**src/shared/fpt_pkg.sv**
```systemverilog
/*
 * Constants and carrier types for the frequency protection trip logic.
 * Assumes one 50 MHz function clock and signed fixed-point measurement inputs.
 */
package fpt_pkg;
	// ----------------------------------------------------------------
	// Settings encodings
	// ----------------------------------------------------------------
	localparam logic [2:0] MODE_UNDER = 3'h1;
	localparam logic [2:0] MODE_OVER = 3'h2;
	localparam logic [2:0] MODE_GRAD = 3'h3;
	localparam logic [2:0] MODE_UNDER_THEN_GRAD = 3'h4;
	localparam logic [2:0] MODE_OVER_THEN_GRAD = 3'h5;
	localparam logic [2:0] MODE_UNDER_OR_GRAD = 3'h6;
	localparam logic [2:0] MODE_OVER_OR_GRAD = 3'h7;
	localparam logic [2:0] MODE_RESET = MODE_UNDER;
	localparam logic [2:0] OPER_ENABLE = 3'h1;
	localparam logic [2:0] OPER_DISABLE = 3'h5;
	localparam logic [1:0] BLK_FREEZE = 2'h0;
	localparam logic [1:0] BLK_ALL = 2'h1;
	localparam logic [1:0] BLK_TRIP = 2'h2;
	// ----------------------------------------------------------------
	// Timing
	// ----------------------------------------------------------------
	localparam int CLK_HZ = 50000000;
	localparam int TICK_MS = 1;
	localparam int TICK_CYCLES = CLK_HZ / 1000 * TICK_MS;
	localparam int TW = 18;
	localparam logic [6:0] PCT_FULL = 7'h64;
	typedef logic [TW-1:0] fpt_ms_t;
	typedef struct packed {
		logic under;
		logic over;
		logic grad;
	} fpt_flags_t;
	typedef struct packed {
		logic [6:0] combined;
		logic [6:0] under;
		logic [6:0] over;
		logic [6:0] grad;
	} fpt_pct_t;
endpackage

```
**src/design/fpt_trip_logic.sv**
```systemverilog
/*
 * Operate, timing, pickup-duration and blocking logic of the frequency protection.
 * Assumes measurement values and settings are synchronous to CORE_CLK_I.
 */
`timescale 1ns/100ps
module fpt_trip_logic import fpt_pkg::*; #(
	parameter int FW = 16,
	parameter int TICK_DIV = TICK_CYCLES
) (
	// Clock and reset
	input wire logic CORE_CLK_I,
	input wire logic RESET_N_I,
	// Measurements
	input wire logic signed [FW-1:0] FREQUENCY_IN_I,
	input wire logic signed [FW-1:0] FREQUENCY_GRADIENT_IN_I,
	// Settings
	input wire logic [2:0] OPERATION_I,
	input wire logic [2:0] TRIP_MODE_I,
	input wire logic [1:0] BLOCKING_MODE_I,
	input wire logic signed [FW-1:0] OVERFREQ_PICKUP_I,
	input wire logic signed [FW-1:0] UNDERFREQ_PICKUP_I,
	input wire logic signed [FW-1:0] GRADIENT_PICKUP_I,
	input wire logic [TW-1:0] FREQUENCY_TRIP_DELAY_I,
	input wire logic [TW-1:0] GRADIENT_TRIP_DELAY_I,
	input wire logic [TW-1:0] FREQUENCY_RESET_DELAY_I,
	input wire logic [TW-1:0] GRADIENT_RESET_DELAY_I,
	// Block input
	input wire logic BLOCK_I,
	// Outputs
	output logic PICKUP_O,
	output fpt_flags_t PICKUP_FLAGS_O,
	output logic TRIP_O,
	output fpt_flags_t TRIP_FLAGS_O,
	output fpt_pct_t PICKUP_PERCENT_O
);
	// ----------------------------------------------------------------
	// Mode decode and criteria
	// ----------------------------------------------------------------
	logic active;
	logic blk;
	logic freeze;
	logic use_freq;
	logic use_grad;
	logic freq_is_over;
	logic freq_crit;
	logic grad_crit;
	logic over_hit;
	logic grad_hit;
	logic tick;
	logic [$clog2(TICK_DIV)-1:0] div;

	// Undriven block input is expected to be tied low, so it reads inactive.
	assign blk = BLOCK_I;
	assign active = (OPERATION_I == OPER_ENABLE) && !(blk && BLOCKING_MODE_I == BLK_ALL);
	assign freeze = blk && BLOCKING_MODE_I == BLK_FREEZE;
	assign freq_is_over = TRIP_MODE_I == MODE_OVER || TRIP_MODE_I == MODE_OVER_OR_GRAD;
	assign use_freq = TRIP_MODE_I == MODE_UNDER || TRIP_MODE_I == MODE_OVER ||
		TRIP_MODE_I == MODE_UNDER_OR_GRAD || TRIP_MODE_I == MODE_OVER_OR_GRAD;
	assign use_grad = TRIP_MODE_I >= MODE_GRAD;
	assign over_hit = FREQUENCY_IN_I > OVERFREQ_PICKUP_I;

	// Sign of the gradient setting selects rising or falling protection.
	assign grad_hit = GRADIENT_PICKUP_I[FW-1] ? (FREQUENCY_GRADIENT_IN_I < GRADIENT_PICKUP_I) :
		(FREQUENCY_GRADIENT_IN_I > GRADIENT_PICKUP_I);
	assign freq_crit = use_freq && (freq_is_over ? over_hit : FREQUENCY_IN_I < UNDERFREQ_PICKUP_I);
	always_comb begin
		grad_crit = use_grad && grad_hit;
		if (TRIP_MODE_I == MODE_OVER_THEN_GRAD) begin
			grad_crit = over_hit && grad_hit;
		end else if (TRIP_MODE_I == MODE_UNDER_THEN_GRAD) begin
			grad_crit = FREQUENCY_IN_I < UNDERFREQ_PICKUP_I && grad_hit;
		end
	end

	// ----------------------------------------------------------------
	// Millisecond tick
	// ----------------------------------------------------------------
	assign tick = div == ($clog2(TICK_DIV))'(TICK_DIV - 1);
	always_ff @(posedge CORE_CLK_I or negedge RESET_N_I) begin
		if (!RESET_N_I) begin
			div <= '0;
		end else if (tick) begin
			div <= '0;
		end else begin
			div <= div + 1'b1;
		end
	end

	// ----------------------------------------------------------------
	// Per-criterion definite-time stages
	// ----------------------------------------------------------------
	logic f_pick;
	logic g_pick;
	logic f_trip;
	logic g_trip;
	fpt_ms_t f_op;
	fpt_ms_t g_op;
	fpt_ms_t f_rst;
	fpt_ms_t g_rst;

	function automatic fpt_ms_t sat_inc(input fpt_ms_t v, input fpt_ms_t lim);
		sat_inc = (v >= lim) ? lim : v + 1'b1;
	endfunction

	function automatic logic [6:0] pct(input fpt_ms_t t, input fpt_ms_t d);
		logic [TW+6:0] p;
		p = '0;
		if (d == '0) begin
			pct = PCT_FULL;
		end else begin
			p = ((TW+7)'(t) * (TW+7)'(PCT_FULL)) / (TW+7)'(d);
			pct = (p > (TW+7)'(PCT_FULL)) ? PCT_FULL : p[6:0];
		end
	endfunction

	// Frequency stage: pickup, operate timer, reset timer, trip that clears as soon as the criterion drops.
	always_ff @(posedge CORE_CLK_I or negedge RESET_N_I) begin
		if (!RESET_N_I) begin
			f_pick <= 1'b0;
			f_op <= '0;
			f_rst <= '0;
			f_trip <= 1'b0;
		end else if (!active) begin
			f_pick <= 1'b0;
			f_op <= '0;
			f_rst <= '0;
			f_trip <= 1'b0;
		end else if (freeze) begin
			f_pick <= f_pick;
		end else if (freq_crit) begin
			f_pick <= 1'b1;
			f_rst <= '0;
			if (tick) begin
				f_op <= sat_inc(f_op, FREQUENCY_TRIP_DELAY_I);
			end
			f_trip <= f_op >= FREQUENCY_TRIP_DELAY_I;
		end else begin
			f_trip <= 1'b0;
			if (f_pick) begin
				if (f_rst >= FREQUENCY_RESET_DELAY_I) begin
					f_pick <= 1'b0;
					f_op <= '0;
					f_rst <= '0;
				end else if (tick) begin
					f_rst <= f_rst + 1'b1;
				end
			end
		end
	end

	// Gradient stage, same structure with its own delays.
	always_ff @(posedge CORE_CLK_I or negedge RESET_N_I) begin
		if (!RESET_N_I) begin
			g_pick <= 1'b0;
			g_op <= '0;
			g_rst <= '0;
			g_trip <= 1'b0;
		end else if (!active) begin
			g_pick <= 1'b0;
			g_op <= '0;
			g_rst <= '0;
			g_trip <= 1'b0;
		end else if (freeze) begin
			g_pick <= g_pick;
		end else if (grad_crit) begin
			g_pick <= 1'b1;
			g_rst <= '0;
			if (tick) begin
				g_op <= sat_inc(g_op, GRADIENT_TRIP_DELAY_I);
			end
			g_trip <= g_op >= GRADIENT_TRIP_DELAY_I;
		end else begin
			g_trip <= 1'b0;
			if (g_pick) begin
				if (g_rst >= GRADIENT_RESET_DELAY_I) begin
					g_pick <= 1'b0;
					g_op <= '0;
					g_rst <= '0;
				end else if (tick) begin
					g_rst <= g_rst + 1'b1;
				end
			end
		end
	end

	// ----------------------------------------------------------------
	// Outputs
	// ----------------------------------------------------------------
	logic trip_gate;
	logic [6:0] pf;
	logic [6:0] pg;
	assign trip_gate = !(blk && BLOCKING_MODE_I == BLK_TRIP);
	assign pf = f_pick ? pct(f_op, FREQUENCY_TRIP_DELAY_I) : 7'h00;
	assign pg = g_pick ? pct(g_op, GRADIENT_TRIP_DELAY_I) : 7'h00;

	always_ff @(posedge CORE_CLK_I or negedge RESET_N_I) begin
		if (!RESET_N_I) begin
			PICKUP_O <= 1'b0;
			PICKUP_FLAGS_O <= '0;
			TRIP_O <= 1'b0;
			TRIP_FLAGS_O <= '0;
			PICKUP_PERCENT_O <= '0;
		end else begin
			PICKUP_O <= f_pick || g_pick;
			PICKUP_FLAGS_O.under <= f_pick && !freq_is_over;
			PICKUP_FLAGS_O.over <= f_pick && freq_is_over;
			PICKUP_FLAGS_O.grad <= g_pick;
			// The frequency stage is idle in chained modes, so the over trip stays low there.
			TRIP_O <= trip_gate && (f_trip || g_trip);
			TRIP_FLAGS_O.under <= trip_gate && f_trip && !freq_is_over;
			TRIP_FLAGS_O.over <= trip_gate && f_trip && freq_is_over;
			TRIP_FLAGS_O.grad <= trip_gate && g_trip;
			PICKUP_PERCENT_O.under <= freq_is_over ? 7'h00 : pf;
			PICKUP_PERCENT_O.over <= freq_is_over ? pf : 7'h00;
			PICKUP_PERCENT_O.grad <= pg;
			PICKUP_PERCENT_O.combined <= (pf > pg) ? pf : pg;
		end
	end

	// ----------------------------------------------------------------
	// Checks
	// ----------------------------------------------------------------
	a_chain_no_over: assert property (@(posedge CORE_CLK_I) disable iff (!RESET_N_I)
		$past(TRIP_MODE_I) == MODE_OVER_THEN_GRAD && TRIP_MODE_I == MODE_OVER_THEN_GRAD |=> !TRIP_FLAGS_O.over)
		else $error("over trip raised in chained mode");
	a_disabled_quiet: assert property (@(posedge CORE_CLK_I) disable iff (!RESET_N_I)
		OPERATION_I != OPER_ENABLE |=> ##1 !PICKUP_O && !TRIP_O)
		else $error("outputs active while disabled");
	a_trip_block: assert property (@(posedge CORE_CLK_I) disable iff (!RESET_N_I)
		blk && BLOCKING_MODE_I == BLK_TRIP |=> !TRIP_O)
		else $error("trip while trip output blocked");
	a_blockall_reset: assert property (@(posedge CORE_CLK_I) disable iff (!RESET_N_I)
		blk && BLOCKING_MODE_I == BLK_ALL |=> f_op == '0 && g_op == '0)
		else $error("timers not reset under block all");
	a_freeze_hold: assert property (@(posedge CORE_CLK_I) disable iff (!RESET_N_I)
		freeze && active |=> f_op == $past(f_op) && g_op == $past(g_op))
		else $error("timer moved while frozen");
	a_trip_combined: assert property (@(posedge CORE_CLK_I) disable iff (!RESET_N_I)
		TRIP_FLAGS_O != '0 |-> TRIP_O)
		else $error("criterion trip without combined trip");
	a_pick_combined: assert property (@(posedge CORE_CLK_I) disable iff (!RESET_N_I)
		PICKUP_O == (PICKUP_FLAGS_O != '0))
		else $error("combined pickup mismatch");
	a_grad_trip_time: assert property (@(posedge CORE_CLK_I) disable iff (!RESET_N_I)
		$rose(g_trip) |-> g_op >= GRADIENT_TRIP_DELAY_I)
		else $error("gradient trip before delay");
	a_pct_max: assert property (@(posedge CORE_CLK_I) disable iff (!RESET_N_I)
		PICKUP_PERCENT_O.combined >= PICKUP_PERCENT_O.grad && PICKUP_PERCENT_O.combined <= PCT_FULL)
		else $error("combined percentage wrong");
	a_tick_period: assert property (@(posedge CORE_CLK_I) disable iff (!RESET_N_I)
		tick |=> !tick)
		else $error("tick not a single pulse");
endmodule // fpt_trip_logic

```
**config.mk**
```make
export PLATFORM = sky130hd
export DESIGN_NAME = fpt_trip_logic
export DESIGN_NICKNAME = d
export VERILOG_FILES = /design/src/shared/fpt_pkg.sv /design/src/design/fpt_trip_logic.sv
export SDC_FILE = /design/constraint.sdc
export NUM_CORES = 2
export LEC_CHECK = 0
export BUFFER_PORTS_ARGS = -buffer_cell sky130_fd_sc_hd__clkbuf_2
export CELL_PAD_IN_SITES_DETAIL_PLACEMENT = 1
export CELL_PAD_IN_SITES_GLOBAL_PLACEMENT = 2
export CORE_ASPECT_RATIO = 2
export CORE_UTILIZATION = 35
export DETAILED_ROUTE_END_ITERATION = 12
export PLACE_DENSITY_LB_ADDON = 0.1
export RECOVER_POWER = 50
export SYNTH_ARGS = -nofsm -noshare
export SYNTH_HDL_FRONTEND = slang
export SYNTH_SLANG_ARGS = --single-unit
```
**constraint.sdc**
```tcl
create_clock -name CORE_CLK_I -period 66.3 [get_ports CORE_CLK_I]
set_clock_uncertainty 0.2 [all_clocks]
set_input_delay 3.315 -clock CORE_CLK_I [delete_from_list [all_inputs] [get_ports CORE_CLK_I]]
set_output_delay 3.315 -clock CORE_CLK_I [all_outputs]
set_load 0.03 [all_outputs]
```
; Yosys cells after proc, flatten, opt, wreduce, memory -nomap -nowiden
; Index checks and enable logic that the tools add are counted.
[totals]
register_bits = 128
in_bits = 163
out_inout_bits = 36
elab_cells = 148
[op_classes]
n_addsub = 5
multipliers = 2
n_div = 2
order_cmp = 12
eq_ne = 19
mux = 56
reduce_logical = 31
[ops]
columns = op, count
row1 = 18-bit 2-to-1 mux, 26
row2 = "18-bit by 1-bit adder with 18-bit output, second input constant", 4
row3 = 18-bit >= comparator, 4
row4 = 7-bit 2-to-1 mux, 9
row5 = 25-bit by 18-bit divider with 25-bit output, 2
row6 = "25-bit by 7-bit greater-than comparator with 1-bit output, second input constant", 2
row7 = "18-bit by 5-bit multiplier with 23-bit output, second input constant", 2
row8 = 18-bit logical NOT, 2
row9 = 16-bit greater-than comparator, 2
row10 = 16-bit < comparator, 2
row11 = 1-bit 2-to-1 mux, 20
row12 = "16-bit by 1-bit adder with 16-bit output, second input constant", 1
row13 = "16-bit equality test, second input constant", 1
row14 = 16-bit 2-to-1 mux, 1
row15 = 1-bit logical AND, 15
row16 = "3-bit equality test, second input constant", 4
row17 = "3-bit by 1-bit != test with 1-bit output, second input constant", 4
row18 = "4-bit by 1-bit != test with 1-bit output, second input constant", 2
row19 = 4-bit AND reduction, 2
row20 = 7-bit greater-than comparator, 1
row21 = "3-bit by 1-bit equality test with 1-bit output, second input constant", 2
row22 = 1-bit logical OR, 6
row23 = "3-bit by 2-bit != test with 1-bit output, second input constant", 2
row24 = 3-bit AND reduction, 2
row25 = 7 further kinds, 9

; Logic depth before layout (Yosys ltp)
[logic_depth]
word_depth = 8
depth_mapped = 328
mapped_depth_nobuf = 300

; Worst setup path before layout
; OpenSTA, ideal clock, no wires.
[synth_timing]
kind = input to register
start = in GRADIENT_TRIP_DELAY_I[0]
end = reg PICKUP_PERCENT_O[23] in the netlist's numbering
setup_ps = 125
arrival_time_ps = 63371
required_ps = 65975
path_slack_ps = 2605
stages = 287
path_buffers = 30
cell_sequence = inv_1 -> ha_1 -> nand2_1 -> nor4_1 -> nor3b_1 -> nand4_1 -> o21ai_0 -> a21oi_1 -> a31oi_1 -> ha_1 -> o21a_1 -> nor2_1 -> or3_1 -> clkbuf_1 -> nor2_1 -> a21o_1 -> ha_1 -> o21a_1 -> (+251 left out) -> a21o_1 -> a21o_1 -> a21o_1 -> a21o_1 -> a21o_1 -> a21o_1 -> a21oi_1 -> o41a_1 -> o2111ai_1 -> a221oi_2 -> ha_1 -> nor2b_1 -> o21ai_0 -> nand2b_1 -> a221oi_1 -> a41o_1 -> inv_1 -> mux2_2
[synth_between]
elab_chain_cells = 7
elab_cells_between_ends = 8
cone_classes = div (1) / order compare (2) / mux (4) / reduce/logical (1)
[synth_lines]
columns = item, line
row1 = start: declaration, fpt_trip_logic.sv:24  ; input wire logic [TW-1:0] GRADIENT_TRIP_DELAY_I,
row2 = 25-bit by 18-bit divider with 25-bit output, fpt_trip_logic.sv:111  ; p = ((TW+7)'(t) * (TW+7)'(PCT_FULL)) / (TW+7)'(d);
row3 = 25-bit by 7-bit greater-than comparator with 1-bit output, fpt_trip_logic.sv:112  ; pct = (p > (TW+7)'(PCT_FULL)) ? PCT_FULL : p[6:0];
row4 = 7-bit 2-to-1 mux, fpt_trip_logic.sv:112
row5 = 7-bit 2-to-1 mux *, fpt_trip_logic.sv:108  ; if (d == '0) begin
row6 = 7-bit 2-to-1 mux *, fpt_trip_logic.sv:194  ; assign pg = g_pick ? pct(g_op, GRADIENT_TRIP_DELAY_I) : 7'h00;
row7 = via pg[0], fpt_trip_logic.sv:191  ; logic [6:0] pg;
row8 = 7-bit greater-than comparator *, fpt_trip_logic.sv:216  ; PICKUP_PERCENT_O.combined <= (pf > pg) ? pf : pg;
row9 = 7-bit 2-to-1 mux *, fpt_trip_logic.sv:216
row10 = end: declaration, fpt_trip_logic.sv:34  ; output fpt_pct_t PICKUP_PERCENT_O
; The timed path passes the listed nets; every way through them passes the cells marked *.
; A chain may end at the register's enable or synchronous reset.

; Worst setup path in the final report
[layout_timing]
start = in GRADIENT_TRIP_DELAY_I[11]
end = reg PICKUP_PERCENT_O[26] in the netlist's numbering
; The elaborated chain is that of the path after synthesis.

==> flow_metrics.tcl <==
set metrics [dict create \
    nFillCells 16151 \
    critPathLaunch "GRADIENT_TRIP_DELAY_I[11]" \
    cts_sinks 128 \
    routed_wl_mm 208 \
    synth_xor_area_share_pct 6.77 \
    detail_route.wl_per_cell_um 24.0 \
    synth_top_family_by_area "compound AO/OA/AOI/OAI gates" \
    crit_arrival_ns 63.00 \
    drv_slew 131 \
    crit_top_cell "o21a_1" \
    overflow 0 \
    firstDrtPassIters 5 \
    viasPerCell 5.88 \
    async_reset_ff_share_pct 100 \
    ys_top_cells_by_count "ha_1 (845), nor2_1 (608), nand2_1 (461)" \
    dp_hpwl_mm 174 \
    cpPeakStageDelay_ns 0.61 \
    start_util_pct 35.3 \
    drt_iter0_drc 1541 \
    gp_congestion 0.965 \
    grt_pass1_wl_mm 312 \
    finalNonFillerCells 8664 \
    endpoint_kind "register" \
    grtUsageTotal_pct 31.8 \
    crit_end "PICKUP_PERCENT_O[26]$_DFF_PN0_" \
    worst_slew_pin_slew_ns 4.59 \
    ant_nets 0 \
    status "finished, violations left" \
    numPlacedInstances 8603 \
    reg2reg_depth 281 \
    yosysMostFrequentCell "ha_1" \
    grt_max_degree 73 \
    rows 185 \
    die-area_um2 129000 \
    synth_ff_type "dfrtp_1" \
    areaGrowthSynthToFinish_pct 22.8 \
    ys_top_cells_by_area "ha_1 (24%), dfrtp_1 (7.2%), nor2_1 (5.1%), a21oi_1 (4.7%), mux2_2 (4.4%)" \
    nNetsFinal 8000 \
    fp.dieW_um 255 \
    cp_max_fo 19 \
    ir_drop_mv 0.0216 \
    crit_type "in2reg" \
    yosysTopAreaCellShare_pct 23.6 \
    htreeDepth 4 \
    synth_area_um2 44700 \
    ys.warnings.count 0 \
    timing.slew.headroom_pct -206 \
    core_um2 127000 \
    syn_nets 7093 \
    cap_violations 2 \
    synth-edff-count 0 \
    r2r-start "g_op[2]$_DFFE_PN0P_" \
    clk-insertion-delay-late_ns 0.52 \
    synth_compound_area_share_pct 29.7 \
    seq_area_frac_synth_pct 7.16 \
    final_util_pct 43.3 \
    die_h_um 508 \
    crit_slowest_cell "or4b_2" \
    cts_hold_buffers 0 \
    yosys.area_share.simple_pct 21.6 \
    hold_class "reg2reg" \
    netlist_instances 6057 \
    rr_endpoint "PICKUP_PERCENT_O[26]$_DFF_PN0_" \
    root_buffer "clkbuf_16" \
    power_mw 0.314 \
    setup_tns_ns 0 \
    p_leak_nw 29.3 \
    route.detailed.drc 0 \
    synth_area_leader_cell "ha_1" \
    setup_viol 0 \
    cts_tree "done" \
    pin_count 199 \
    hold_viol 0 \
    min_period_over_period_pct 94.8 \
    reg2reg_slack_ns 3.54 \
    regArea_um2 3210 \
    cts.clk_slew.worst_paths_ns 0.07 \
    synth_mux_area_share_pct 5.45 \
    ys_ff_latch 128 \
    synth_cell_type_count 107 \
    violations "max-capacitance violations, max-slew violations" \
    antenna_found_initial 7 \
    clock_path_buffers 2 \
    critPathRequiredTime_ns 66.48 \
    num_vias 50951 \
    period_needed_ns 62.82 \
    grt_pass1_vias 55073 \
    p_per_area_nw_per_um2 5.71 \
    drive_above_1_share_pct 20.5 \
    worstSetupStartpointType "input pin" \
    max_freq_ghz 0.0159 \
    avgSynthCellArea_um2 7.39 \
    cts_made_buffers 17 \
    synthAdderAreaFrac_pct 24.9 \
    portBuffers 198 \
    multi_input_area_um2 40400 \
]
==> cells in the final DEF (no fill, tap or decap), drive strengths merged, types with 17 or more instances in the layout <==
cell / instances
inv: 400
mux2: 176
a31oi: 71
xnor2: 199
nor2b: 69
nand3: 114
a21boi: 51
nand2b: 73
a2111oi: 21
o21ai: 383
xor2: 147
nor3: 242
nand2: 461
nor2: 609
a41oi: 17
or3: 70
and2: 69
o211ai: 49
or4: 19
and3: 55
o31a: 29
a21o: 249
o21bai: 20
ha: 845
mux2i: 45
clkbuf: 217
a211oi: 61
or2: 42
dfrtp: 128
buf: 817
fa: 28
o31ai: 101
nor4: 38
nand4: 62
o21a: 249
a21oi: 423
==> registers in the layout, indices dropped and copies added, names as in the netlist, 3 cells and up <==
register          count
PICKUP_FLAGS_O        3
PICKUP_PERCENT_O     28
TRIP_FLAGS_O          3
div                  16
f_op                 18
f_rst                18
g_op                 18
g_rst                18
==> layer usage <==
layer  wire length (um)  vias up  track usage, %
met5                 70        -               0
met4              23500       10            30.6
met3               6130      762            3.77
met2             114000     1127            63.5
met1              64000    24760            25.7
li1                   -    24292               -
==> power by group <==
group	switching (mW)	internal, mW	leakage (nW)
Combinational	0.0753	0.0501	27.2
Sequential	0.000192	0.0782	1.76
Clock	0.0520	0.0581	0.309
Total	0.127	0.186	29.3
==> worst min path at each step <==
stage,start,to,slack [ns],depth (start not counted)
2_1_floorplan,g_pick$_DFFE_PN0P_,PICKUP_FLAGS_O[0]$_DFF_PN0_,0.22,0
3_3_place_gp,div[0]$_DFF_PN0_,div[0]$_DFF_PN0_,0.28,1
3_5_place_dp,g_trip$_DFFE_PN0P_,g_trip$_DFFE_PN0P_,0.31,2
4_1_cts,div[0]$_DFF_PN0_,div[0]$_DFF_PN0_,0.32,1
5_1_grt,g_trip$_DFFE_PN0P_,TRIP_O$_DFF_PN0_,0.36,1
6_report,div[0]$_DFF_PN0_,div[0]$_DFF_PN0_,0.32,1
==> cell families (layout without fill, tap and decap cells) <==
kind of cell / count (synthesis) / count (layout)
buf+inv: 524 / 1444
mux: 221 / 221
other cells: 0 / 4
fa+ha+maj: 873 / 873
compound gates: 1964 / 1964
flops: 128 / 128
xor+xnor: 346 / 346
simple gates: 2001 / 2001
==> layout make-up <==
| class | count | area share (%) |
|---|---|---|
| Multi-Input combinational cell | 5405 | 73.4 |
| Timing Repair Buffer | 1017 | 13.0 |
| Sequential cell | 128 | 5.84 |
| Tap cell | 1683 | 3.83 |
| Inverter | 395 | 2.71 |
| Clock buffer | 17 | 0.774 |
| Clock inverter | 15 | 0.392 |
| Antenna cell | 4 | 0.0182 |
==> worst max-delay path: cells and delay by family <==
family | cells | cell delay [ns]
compound gates | 163 | 33.63
fa+ha+maj | 25 | 7.17
buf+inv | 16 | 2.95
mux | 10 | 3.28
simple gates | 56 | 12.56
==> through the flow <==
step                area, um2  setup WS, ns  hold slack [ns]
detailed placement      53400        -0.763            0.311
global placement        53400         0.887            0.282
finish                  55000          3.48            0.321
global route            54900        -0.189            0.363
CTS                     54100        0.0488            0.323
floorplan               44700          2.60            0.221
==> repair_timing <==
item	CTS	global route
resized for setup	6	180
endpoints found under the setup margin	7	13
pin swaps	0	17
buffers inserted	0	25
No activity file was read; power rests on OpenSTA's default activity.
